File: src/rtl/fault_sev_pkg.sv
// Package: register map, field positions, reset values and severity codes
package fault_sev_pkg;

    // ************************************************************
    // Register bus geometry
    // ************************************************************
    localparam int ADDR_W = 8;
    localparam int DATA_W = 32;

    // ************************************************************
    // Register byte offsets
    // ************************************************************
    localparam logic [7:0] OFF_CTRL   = 8'h00;
    localparam logic [7:0] OFF_GROUP  = 8'h04;
    localparam logic [7:0] OFF_STATUS = 8'h08;
    localparam logic [7:0] OFF_EVENTS = 8'h0C;

    // ************************************************************
    // Control field positions
    // ************************************************************
    localparam int CTRL_ACT_STOP  = 0;  // 1 = Stop for default-stop class
    localparam int CTRL_ACT_RUN   = 1;  // 1 = Stop for default-run class
    localparam int CTRL_OUT_RESET = 2;  // 1 = RESET selected output groups on major failure
    localparam int CTRL_IMMEDIATE = 3;  // 1 = immediate supply detection
    localparam int CTRL_DEBUG     = 4;  // 1 = debug mode
    localparam int CTRL_SMALL_MOD = 5;  // 1 = output module of 32 points or less
    localparam int CTRL_W         = 6;

    // Control reset value: Stop, Run, HOLD, standard, no debug, small module
    localparam logic [5:0] CTRL_RESET  = 6'h21;
    localparam int         GROUP_PTS   = 8;

    // ************************************************************
    // Event bit positions (status and sticky event registers)
    // ************************************************************
    localparam int EV_STOP_CLS = 0;  // Error of default-stop class
    localparam int EV_RUN_CLS  = 1;  // Error of default-run class
    localparam int EV_IO_ERR   = 2;  // Input/output module error
    localparam int EV_SUPPLY   = 3;  // Momentary supply failure
    localparam int EV_LINK     = 4;  // Other minor error
    localparam int EV_CPU      = 5;  // CPU error
    localparam int EV_MEMORY   = 6;  // Memory crash
    localparam int EV_W        = 7;
    localparam int STAT_LVL_LSB = 8; // Severity code in status bits 11:8
    localparam int STAT_INTR    = 12;// Interrupt processing level

    // ************************************************************
    // Severity levels, one-hot
    // ************************************************************
    typedef enum logic [3:0] {
        LVL_NONE     = 4'h1,
        LVL_MINOR    = 4'h2,
        LVL_MODERATE = 4'h4,
        LVL_MAJOR    = 4'h8
    } level_t;

endpackage : fault_sev_pkg

File: src/rtl/sev_if.sv
// Interface between the indicator top and the severity classifier
`timescale 1ns/100ps
`default_nettype none

interface sev_if;
    logic [fault_sev_pkg::EV_W-1:0] events;
    logic                           in_interrupt;
    logic                           act_stop;
    logic                           act_run;
    fault_sev_pkg::level_t          level;
    logic                           supply_minor;

    modport top (output events, output in_interrupt, output act_stop, output act_run,
                 input level, input supply_minor);
    modport cls (input events, input in_interrupt, input act_stop, input act_run,
                 output level, output supply_minor);
endinterface : sev_if

`default_nettype wire

File: src/rtl/sev_classifier.sv
// Severity classifier: sorts active failures into the most severe level
`timescale 1ns/100ps
`default_nettype none

module sev_classifier
(
    // Clock and reset
    input  wire logic clk_in,
    input  wire logic arst_n_in,
    // Classification channel
    sev_if.cls        sev
);

    fault_sev_pkg::level_t level_d;
    fault_sev_pkg::level_t level_q;
    logic                  supply_d;
    logic                  supply_q;

    // ************************************************************
    // Classification
    // ************************************************************

    // Per-level sums, then the most severe one wins
    always_comb
    begin
        logic major;
        logic moderate;
        logic minor;
        major    = 1'b0;
        moderate = 1'b0;
        minor    = 1'b0;
        major = sev.events[fault_sev_pkg::EV_CPU] | sev.events[fault_sev_pkg::EV_MEMORY];  // RL11
        if (sev.events[fault_sev_pkg::EV_STOP_CLS])
        begin
            if (sev.act_stop) moderate = 1'b1;  // RL1
            else              minor    = 1'b1;  // RL1
        end
        if (sev.events[fault_sev_pkg::EV_RUN_CLS])
        begin
            if (sev.act_run) moderate = 1'b1;  // RL2
            else             minor    = 1'b1;  // RL2
        end
        // The same module error is tolerated inside interrupt handling
        if (sev.events[fault_sev_pkg::EV_IO_ERR])
        begin
            if (sev.in_interrupt) minor    = 1'b1;  // RL10
            else                  moderate = 1'b1;  // RL10
        end
        if (sev.events[fault_sev_pkg::EV_SUPPLY] | sev.events[fault_sev_pkg::EV_LINK])
        begin
            minor = 1'b1;  // RL8
        end
        if (major)
        begin
            level_d = fault_sev_pkg::LVL_MAJOR;  // RL12
        end
        else if (moderate)
        begin
            level_d = fault_sev_pkg::LVL_MODERATE;  // RL12
        end
        else if (minor)
        begin
            level_d = fault_sev_pkg::LVL_MINOR;
        end
        else
        begin
            level_d = fault_sev_pkg::LVL_NONE;
        end
        supply_d = sev.events[fault_sev_pkg::EV_SUPPLY];
    end

    // Level register
    always_ff @(posedge clk_in or negedge arst_n_in)
    begin
        if (!arst_n_in)
        begin
            level_q  <= fault_sev_pkg::LVL_NONE;
            supply_q <= 1'b0;
        end
        else
        begin
            level_q  <= level_d;
            supply_q <= supply_d;
        end
    end

    assign sev.level        = level_q;
    assign sev.supply_minor = supply_q;

endmodule : sev_classifier

`default_nettype wire

File: src/rtl/fault_severity_indicator.sv
// Fault-severity indicator: lamps, failure contacts, output hold/reset, registers
//
// Functional notes
// [RL1] Default-stop errors: Stop moderate, Run minor; Stop default
// [RL2] Default-run errors: Stop moderate, Run minor; Run default
// [RL3] Standard supply failure: A open, B closed, hold
// [RL4] Immediate supply failure: A closed, ordinary outputs reset
// [RL5] Reset outputs needs small module and RESET
// [RL6] HOLD setting keeps outputs on major/moderate
// [RL7] Moderate: red lamp, program stops, outputs hold
// [RL8] Minor: yellow lamp, program runs, outputs continue
// [RL9] Debug mode also lights the yellow lamp
// [RL10] Module error in interrupt is minor
// [RL11] Major: ready off, A closed, groups configurable
// [RL12] Most severe active level decides everything
`timescale 1ns/100ps
`default_nettype none

module fault_severity_indicator
#(
    parameter int N_GROUPS = 4
)
(
    // Clock and reset
    input  wire logic                              clk_in,
    input  wire logic                              arst_n_in,
    // Register port
    input  wire logic [fault_sev_pkg::ADDR_W-1:0]  reg_addr_in,
    input  wire logic [fault_sev_pkg::DATA_W-1:0]  reg_wdata_in,
    input  wire logic                              reg_wr_in,
    input  wire logic                              reg_rd_in,
    output logic      [fault_sev_pkg::DATA_W-1:0]  reg_rdata_out,
    // Failure detector pins (asynchronous levels)
    input  wire logic [fault_sev_pkg::EV_W-1:0]    fail_events_in,
    input  wire logic                              in_interrupt_in,
    // Lamps
    output logic                                   ready_lamp_out,
    output logic                                   error_lamp_out,
    output logic                                   alarm_lamp_out,
    // Failure contacts, 1 = shorted to common
    output logic                                   fail_contact_a_out,
    output logic                                   fail_contact_b_out,
    // Program and output module control
    output logic                                   program_run_out,
    output logic                                   ord_hold_out,
    output logic      [N_GROUPS-1:0]               ord_reset_group_out,
    output logic                                   adv_hold_out
);

    // ************************************************************
    // Declarations
    // ************************************************************
    // Pin synchroniser stages
    logic [fault_sev_pkg::EV_W-1:0]    ev_s1_q;
    logic [fault_sev_pkg::EV_W-1:0]    ev_s2_q;
    logic                              intr_s1_q;
    logic                              intr_s2_q;

    // Register file state
    logic [fault_sev_pkg::CTRL_W-1:0]  ctrl_d;
    logic [fault_sev_pkg::CTRL_W-1:0]  ctrl_q;
    logic [N_GROUPS-1:0]               group_d;
    logic [N_GROUPS-1:0]               group_q;
    logic [fault_sev_pkg::EV_W-1:0]    sticky_d;
    logic [fault_sev_pkg::EV_W-1:0]    sticky_q;
    logic [fault_sev_pkg::DATA_W-1:0]  rdata_d;

    // Next output values
    logic                              ready_d;
    logic                              error_d;
    logic                              alarm_d;
    logic                              cont_a_d;
    logic                              cont_b_d;
    logic                              run_d;
    logic                              ord_hold_d;
    logic [N_GROUPS-1:0]               ord_reset_d;
    logic                              adv_hold_d;

    // Classifier channel
    sev_if                             sev ();

    // ************************************************************
    // Pin synchronisers
    // ************************************************************

    // Two flops before anything looks at the detector pins
    always_ff @(posedge clk_in or negedge arst_n_in)
    begin
        if (!arst_n_in)
        begin
            ev_s1_q   <= '0;
            ev_s2_q   <= '0;
            intr_s1_q <= 1'b0;
            intr_s2_q <= 1'b0;
        end
        else
        begin
            ev_s1_q   <= fail_events_in;
            ev_s2_q   <= ev_s1_q;
            intr_s1_q <= in_interrupt_in;
            intr_s2_q <= intr_s1_q;
        end
    end

    // ************************************************************
    // Severity classification
    // ************************************************************

    // Synced pins and action bits feed it
    assign sev.events       = ev_s2_q;
    assign sev.in_interrupt = intr_s2_q;
    assign sev.act_stop     = ctrl_q[fault_sev_pkg::CTRL_ACT_STOP];  // RL1
    assign sev.act_run      = ctrl_q[fault_sev_pkg::CTRL_ACT_RUN];   // RL2

    // Classifier adds one register stage
    sev_classifier u_classifier
    (
        .clk_in    (clk_in),
        .arst_n_in (arst_n_in),
        .sev       (sev)
    );

    // ************************************************************
    // Register file
    // ************************************************************

    // Writes, sticky event capture and read mux
    always_comb
    begin
        ctrl_d   = ctrl_q;
        group_d  = group_q;
        rdata_d  = '0;
        sticky_d = sticky_q;

        if (reg_wr_in)
        begin
            if (reg_addr_in == fault_sev_pkg::OFF_CTRL)
            begin
                ctrl_d = reg_wdata_in[fault_sev_pkg::CTRL_W-1:0];
            end
            else if (reg_addr_in == fault_sev_pkg::OFF_GROUP)
            begin
                group_d = reg_wdata_in[N_GROUPS-1:0];
            end
            else if (reg_addr_in == fault_sev_pkg::OFF_EVENTS)
            begin
                sticky_d = sticky_q & ~reg_wdata_in[fault_sev_pkg::EV_W-1:0];
            end
        end

        // Setting after clearing means a new event is never lost
        sticky_d = sticky_d | ev_s2_q;

        // Idle or unmapped reads give zero
        if (reg_rd_in)
        begin
            if (reg_addr_in == fault_sev_pkg::OFF_CTRL)
            begin
                rdata_d[fault_sev_pkg::CTRL_W-1:0] = ctrl_q;
            end
            else if (reg_addr_in == fault_sev_pkg::OFF_GROUP)
            begin
                rdata_d[N_GROUPS-1:0] = group_q;
            end
            else if (reg_addr_in == fault_sev_pkg::OFF_STATUS)
            begin
                rdata_d[fault_sev_pkg::EV_W-1:0] = ev_s2_q;
                rdata_d[fault_sev_pkg::STAT_LVL_LSB +: 4] = sev.level;
                rdata_d[fault_sev_pkg::STAT_INTR] = intr_s2_q;
            end
            else if (reg_addr_in == fault_sev_pkg::OFF_EVENTS)
            begin
                rdata_d[fault_sev_pkg::EV_W-1:0] = sticky_q;
            end
        end
    end

    // Register state
    always_ff @(posedge clk_in or negedge arst_n_in)
    begin
        if (!arst_n_in)
        begin
            ctrl_q        <= fault_sev_pkg::CTRL_RESET;  // RL1 RL2
            group_q       <= '0;
            sticky_q      <= '0;
            reg_rdata_out <= '0;
        end
        else
        begin
            ctrl_q        <= ctrl_d;
            group_q       <= group_d;
            sticky_q      <= sticky_d;
            reg_rdata_out <= rdata_d;
        end
    end

    // ************************************************************
    // Indicator and contact decode
    // ************************************************************

    // Each level drives lamps, contacts and output handling
    always_comb
    begin
        logic out_reset_ok;
        // Small modules only may drop points on a major failure
        out_reset_ok = ctrl_q[fault_sev_pkg::CTRL_OUT_RESET] & ctrl_q[fault_sev_pkg::CTRL_SMALL_MOD];  // RL5 RL6

        ready_d     = 1'b1;
        error_d     = 1'b0;
        alarm_d     = ctrl_q[fault_sev_pkg::CTRL_DEBUG];  // RL9

        cont_a_d    = 1'b1;
        cont_b_d    = 1'b0;
        run_d       = 1'b1;
        ord_hold_d  = 1'b0;
        ord_reset_d = '0;
        adv_hold_d  = 1'b0;

        case (sev.level)
            fault_sev_pkg::LVL_MAJOR:
            begin
                ready_d     = 1'b0;  // RL11
                run_d       = 1'b0;
                cont_a_d    = 1'b1;  // RL11
                cont_b_d    = 1'b0;  // RL11
                ord_hold_d  = 1'b1;  // RL11
                ord_reset_d = out_reset_ok ? group_q : '0;  // RL5 RL6 RL11
                adv_hold_d  = 1'b1;  // RL11
            end
            fault_sev_pkg::LVL_MODERATE:
            begin
                // Held regardless of setting
                error_d    = 1'b1;  // RL7
                run_d      = 1'b0;  // RL7
                cont_a_d   = 1'b0;  // RL7
                cont_b_d   = 1'b1;  // RL7
                ord_hold_d = 1'b1;  // RL7
                adv_hold_d = 1'b1;  // RL7
            end
            fault_sev_pkg::LVL_MINOR:
            begin
                alarm_d  = 1'b1;  // RL8
                cont_a_d = 1'b0;  // RL8
                cont_b_d = 1'b1;  // RL8

                // Supply dip overrides the free-running minor outputs
                if (sev.supply_minor)
                begin
                    adv_hold_d = 1'b1;  // RL3 RL4
                    if (ctrl_q[fault_sev_pkg::CTRL_IMMEDIATE])
                    begin
                        cont_a_d    = 1'b1;  // RL4
                        cont_b_d    = 1'b0;  // RL4
                        ord_reset_d = '1;    // RL4
                    end
                    else
                    begin
                        ord_hold_d = 1'b1;  // RL3
                    end
                end
            end
            default:
            begin
                cont_a_d = 1'b0;
                cont_b_d = 1'b1;
            end
        endcase
    end

    // Output flops keep every pin glitch free
    always_ff @(posedge clk_in or negedge arst_n_in)
    begin
        if (!arst_n_in)
        begin
            ready_lamp_out      <= 1'b1;
            error_lamp_out      <= 1'b0;
            alarm_lamp_out      <= 1'b0;
            fail_contact_a_out  <= 1'b0;
            fail_contact_b_out  <= 1'b1;
            program_run_out     <= 1'b1;
            ord_hold_out        <= 1'b0;
            ord_reset_group_out <= '0;
            adv_hold_out        <= 1'b0;
        end
        else
        begin
            ready_lamp_out      <= ready_d;
            error_lamp_out      <= error_d;
            alarm_lamp_out      <= alarm_d;
            fail_contact_a_out  <= cont_a_d;
            fail_contact_b_out  <= cont_b_d;
            program_run_out     <= run_d;
            ord_hold_out        <= ord_hold_d;
            ord_reset_group_out <= ord_reset_d;
            adv_hold_out        <= adv_hold_d;
        end
    end

endmodule : fault_severity_indicator

`default_nettype wire

File: config.mk
export PLATFORM = sky130hd
export DESIGN_NAME = fault_severity_indicator
export DESIGN_NICKNAME = d
export VERILOG_FILES = /design/src/rtl/fault_sev_pkg.sv /design/src/rtl/sev_if.sv /design/src/rtl/sev_classifier.sv /design/src/rtl/fault_severity_indicator.sv
export SDC_FILE = /design/constraint.sdc
export NUM_CORES = 1
export LEC_CHECK = 0
export BUFFER_PORTS_ARGS = -buffer_cell sky130_fd_sc_hd__clkbuf_2
export CAP_MARGIN = 20
export CORE_MARGIN = 3
export CORE_UTILIZATION = 40
export CTS_CLUSTER_DIAMETER = 120
export CTS_CLUSTER_SIZE = 25
export DETAILED_ROUTE_END_ITERATION = 10
export GPL_ROUTABILITY_DRIVEN = 0
export HOLD_SLACK_MARGIN = 0.1
export PLACE_DENSITY = 0.67
export SLEW_MARGIN = 10
export SYNTH_ARGS = -nofsm -noshare
export SYNTH_HDL_FRONTEND = slang
export SYNTH_HIERARCHICAL = 1
export SYNTH_SLANG_ARGS = --single-unit
File: constraint.sdc
create_clock -name clk_in -period 1.5 [get_ports clk_in]
set_input_delay 0.3 -clock clk_in [delete_from_list [all_inputs] [get_ports clk_in]]
set_output_delay 0.3 -clock clk_in [all_outputs]
set_load 0.005 [all_outputs]
==> out/metrics.yaml <==
synth.avg_cell_area_um2: 13.7
via_count: 1557
arrival_ns: 1.61
drt_wl_total_mm: 4.44
worst-setup-path-type: "reg -> reg"
hold_viol: 0
endpoint_kind: "flop"
clockPowerShare: 0.450
rrSetupSlack_ns: 0.17
ys_seq_elements: 62
wl_per_cell_um: 13.1
start_util: 0.419
max_freq_mhz: 754
cpPeakStageDelay_ns: 0.43
drtPass1Iterations: 2
area_delta_synth_final_pct: 27.2
fin_nets: 312
ant_nets: 0
cts_tree: "built"
synth_seq_area_share: 0.622
min_period_ns: 1.33
setup_ws_ns: 0.174
cts.htree.levels: 3
numCtsBuffers: 9
rows: 28
grt_max_degree: 63
dpl.hpwl_mm: 3.14
clkLatencyLatePin_ns: 0.34
antenna_cells: 0
slew_violations: 0
grt_use_total: 0.139
worstSetupStartpointType: "flop"
final_layout_size_suffix_gt1_frac: 0.374
clockRootBuffer: "clkbuf_8"
coreArea_um2: 5990
crit_family: "simple AND/OR/NAND/NOR gates"
postCtsSetupBuffers: 0
ir_drop_mv: 0.590
antenna_found_initial: 0
status: "completed"
clock_skew_ns: 0.00887
seq_area_um2: 1560
yosys_warnings: 6
p_switching_w: 0.000770
required_ns: 1.78
portBuffers: 50
die-area_um2: 7250
power_frac_seq: 0.479
crit_path_top_delay_cell: "dfrtp_1"
setup_viol: 0
p_leak_nw: 1.57
n_fill_cell: 516
fp.dieW_um: 85.2
drc: 0
switching_share: 0.207
dr.first_iter.drc_count: 47
synth_edf_count: 0
first_global_vias: 1553
place_ws_ns: -0.120
hold_path_class: "in -> reg"
final_common_cell: "dfrtp_1"
synthFlopType: "dfrtp_1"
pwr-share-comb: 0.071
critical_path_buf_inv_count: 0
ys_types: 35
clkTransAtPathRegs_ns: 0.07
crit_fanout: 6
async_flop_share: 1.00
top_level_ports: 96
power.density_nw_per_um2: 1160
synth_area_um2: 2510
p_int_w: 0.00294
cap_violations: 0
cts.sinks: 62
syn_inst: 183
layout_common_cells: "dfrtp_1, clkbuf_2, conb_1"
cts_resized: 0
rsz0062_at_grt: "false"
crit_chain: "nor4b_1 > and3_1 > nand2b_1"
cts_buffer_depth: 2
routed_via_density: 4.58
grt-ovfl-total: 0
die_height_um: 85.2
fin_crit_sh: 0.884
power_w: 0.00371
multi_input_area_um2: 830
grt_pass1_wl_mm: 7.47
[Yosys cell counts, drive strengths merged, types with 2 or more instances]
| library cell | count | share of area |
|---|---|---|
| dfrtp | 56 | 0.56 |
| a21oi | 3 | 0.0060 |
| buf | 22 | 0.064 |
| mux2 | 10 | 0.051 |
| nand2 | 3 | 0.0045 |
| nor4b | 3 | 0.013 |
| mux4 | 4 | 0.036 |
| nand3 | 6 | 0.016 |
| o21a | 2 | 0.0060 |
| mux2i | 3 | 0.012 |
| nor3b | 2 | 0.0060 |
| inv | 7 | 0.010 |
| nand4 | 3 | 0.013 |
| dfstp | 6 | 0.063 |
| o32a | 7 | 0.028 |
| nor2 | 14 | 0.021 |
| nor2b | 6 | 0.015 |
| and3 | 2 | 0.0050 |
| nand2b | 11 | 0.027 |
| a21o | 4 | 0.012 |
[per-layer routing]
metal,vias to the layer above,GRT usage,share of wire
met5,-,0,0
met4,0,0.0647,0.017
met3,9,0.0602,0.074
met2,50,0.213,0.49
met1,748,0.168,0.42
li1,750,-,-
[worst paths after layout]
check,startpoint,to,cells past startpoint
max,u_classifier/sev.level[3]$_DFF_PN0_,fail_contact_a_out$_DFF_PN0_,3
min,reg_wdata_in[4],ctrl_q[4]$_DFFE_PN0P_,2
max reg2reg,u_classifier/sev.level[3]$_DFF_PN0_,fail_contact_a_out$_DFF_PN0_,3
min reg2reg,ev_s1_q[2]$_DFF_PN0_,ev_s2_q[2]$_DFF_PN0_,0
max in group asynchronous,arst_n_in,u_classifier/sev.level[0]$_DFF_PN1_,3
min in group asynchronous,arst_n_in,sticky_q[0]$_DFF_PN0_,3
[kinds of logic after synthesis]
family,share of synthesized area
AOI/OAI and AO/OA,0.0619
buffers and inverters,0.0758
DFF,0.622
muxes,0.0988
other,0.00150
and+or+nand+nor,0.140
[what timing repair did]
item                       4_1_cts  5_1_grt
setup endpoints to repair        0        0
hold buffers                     9        0
hold endpoints to repair        64        0
[registers in the layout (all words and copies together), names as in the netlist, 4 cells and up]
signal                  cells
group_q                     4
ev_s1_q                     7
u_classifier/sev.level      4
reg_rdata_out              12
ctrl_q                      6
ord_reset_group_out         4
sticky_q                    7
ev_s2_q                     7
[power groups by stage]
stage | registers [W] | logic (W) | clock network, W
2_1_floorplan | 0.00180 | 0.000151 | 0
3_3_place_gp | 0.00180 | 0.000246 | 0
3_5_place_dp | 0.00181 | 0.000250 | 0
4_1_cts | 0.00178 | 0.000269 | 0.00172
5_1_grt | 0.00178 | 0.000296 | 0.00181
6_report | 0.00178 | 0.000264 | 0.00167
[metrics by stage]
| step | cell area [um2] | instances | util | hold WS (ns) | TNS [ns] |
|---|---|---|---|---|---|
| floorplan | 2580 | 202 | - | 0.00441 | 0 |
| global placement | 2870 | 315 | 0.478 | 0.332 | -1.12 |
| detailed placement | 2870 | 315 | 0.478 | 0.336 | -1.32 |
| CTS | 3190 | 340 | 0.533 | 0.186 | 0 |
| global route | 3190 | 340 | 0.533 | 0.212 | 0 |
| finish | 3190 | 340 | 0.533 | 0.203 | 0 |
[final cells by class]
| cell class | count | area share |
|---|---|---|
| well taps | 75 | 0.0294 |
| flip-flops and latches | 62 | 0.489 |
| clock inverters | 3 | 0.0204 |
| inverters | 7 | 0.00824 |
| multi-input cells | 110 | 0.260 |
| repair buffers | 70 | 0.140 |
| clock buffers | 13 | 0.0529 |
No activity file was read; power rests on OpenSTA's default activity.
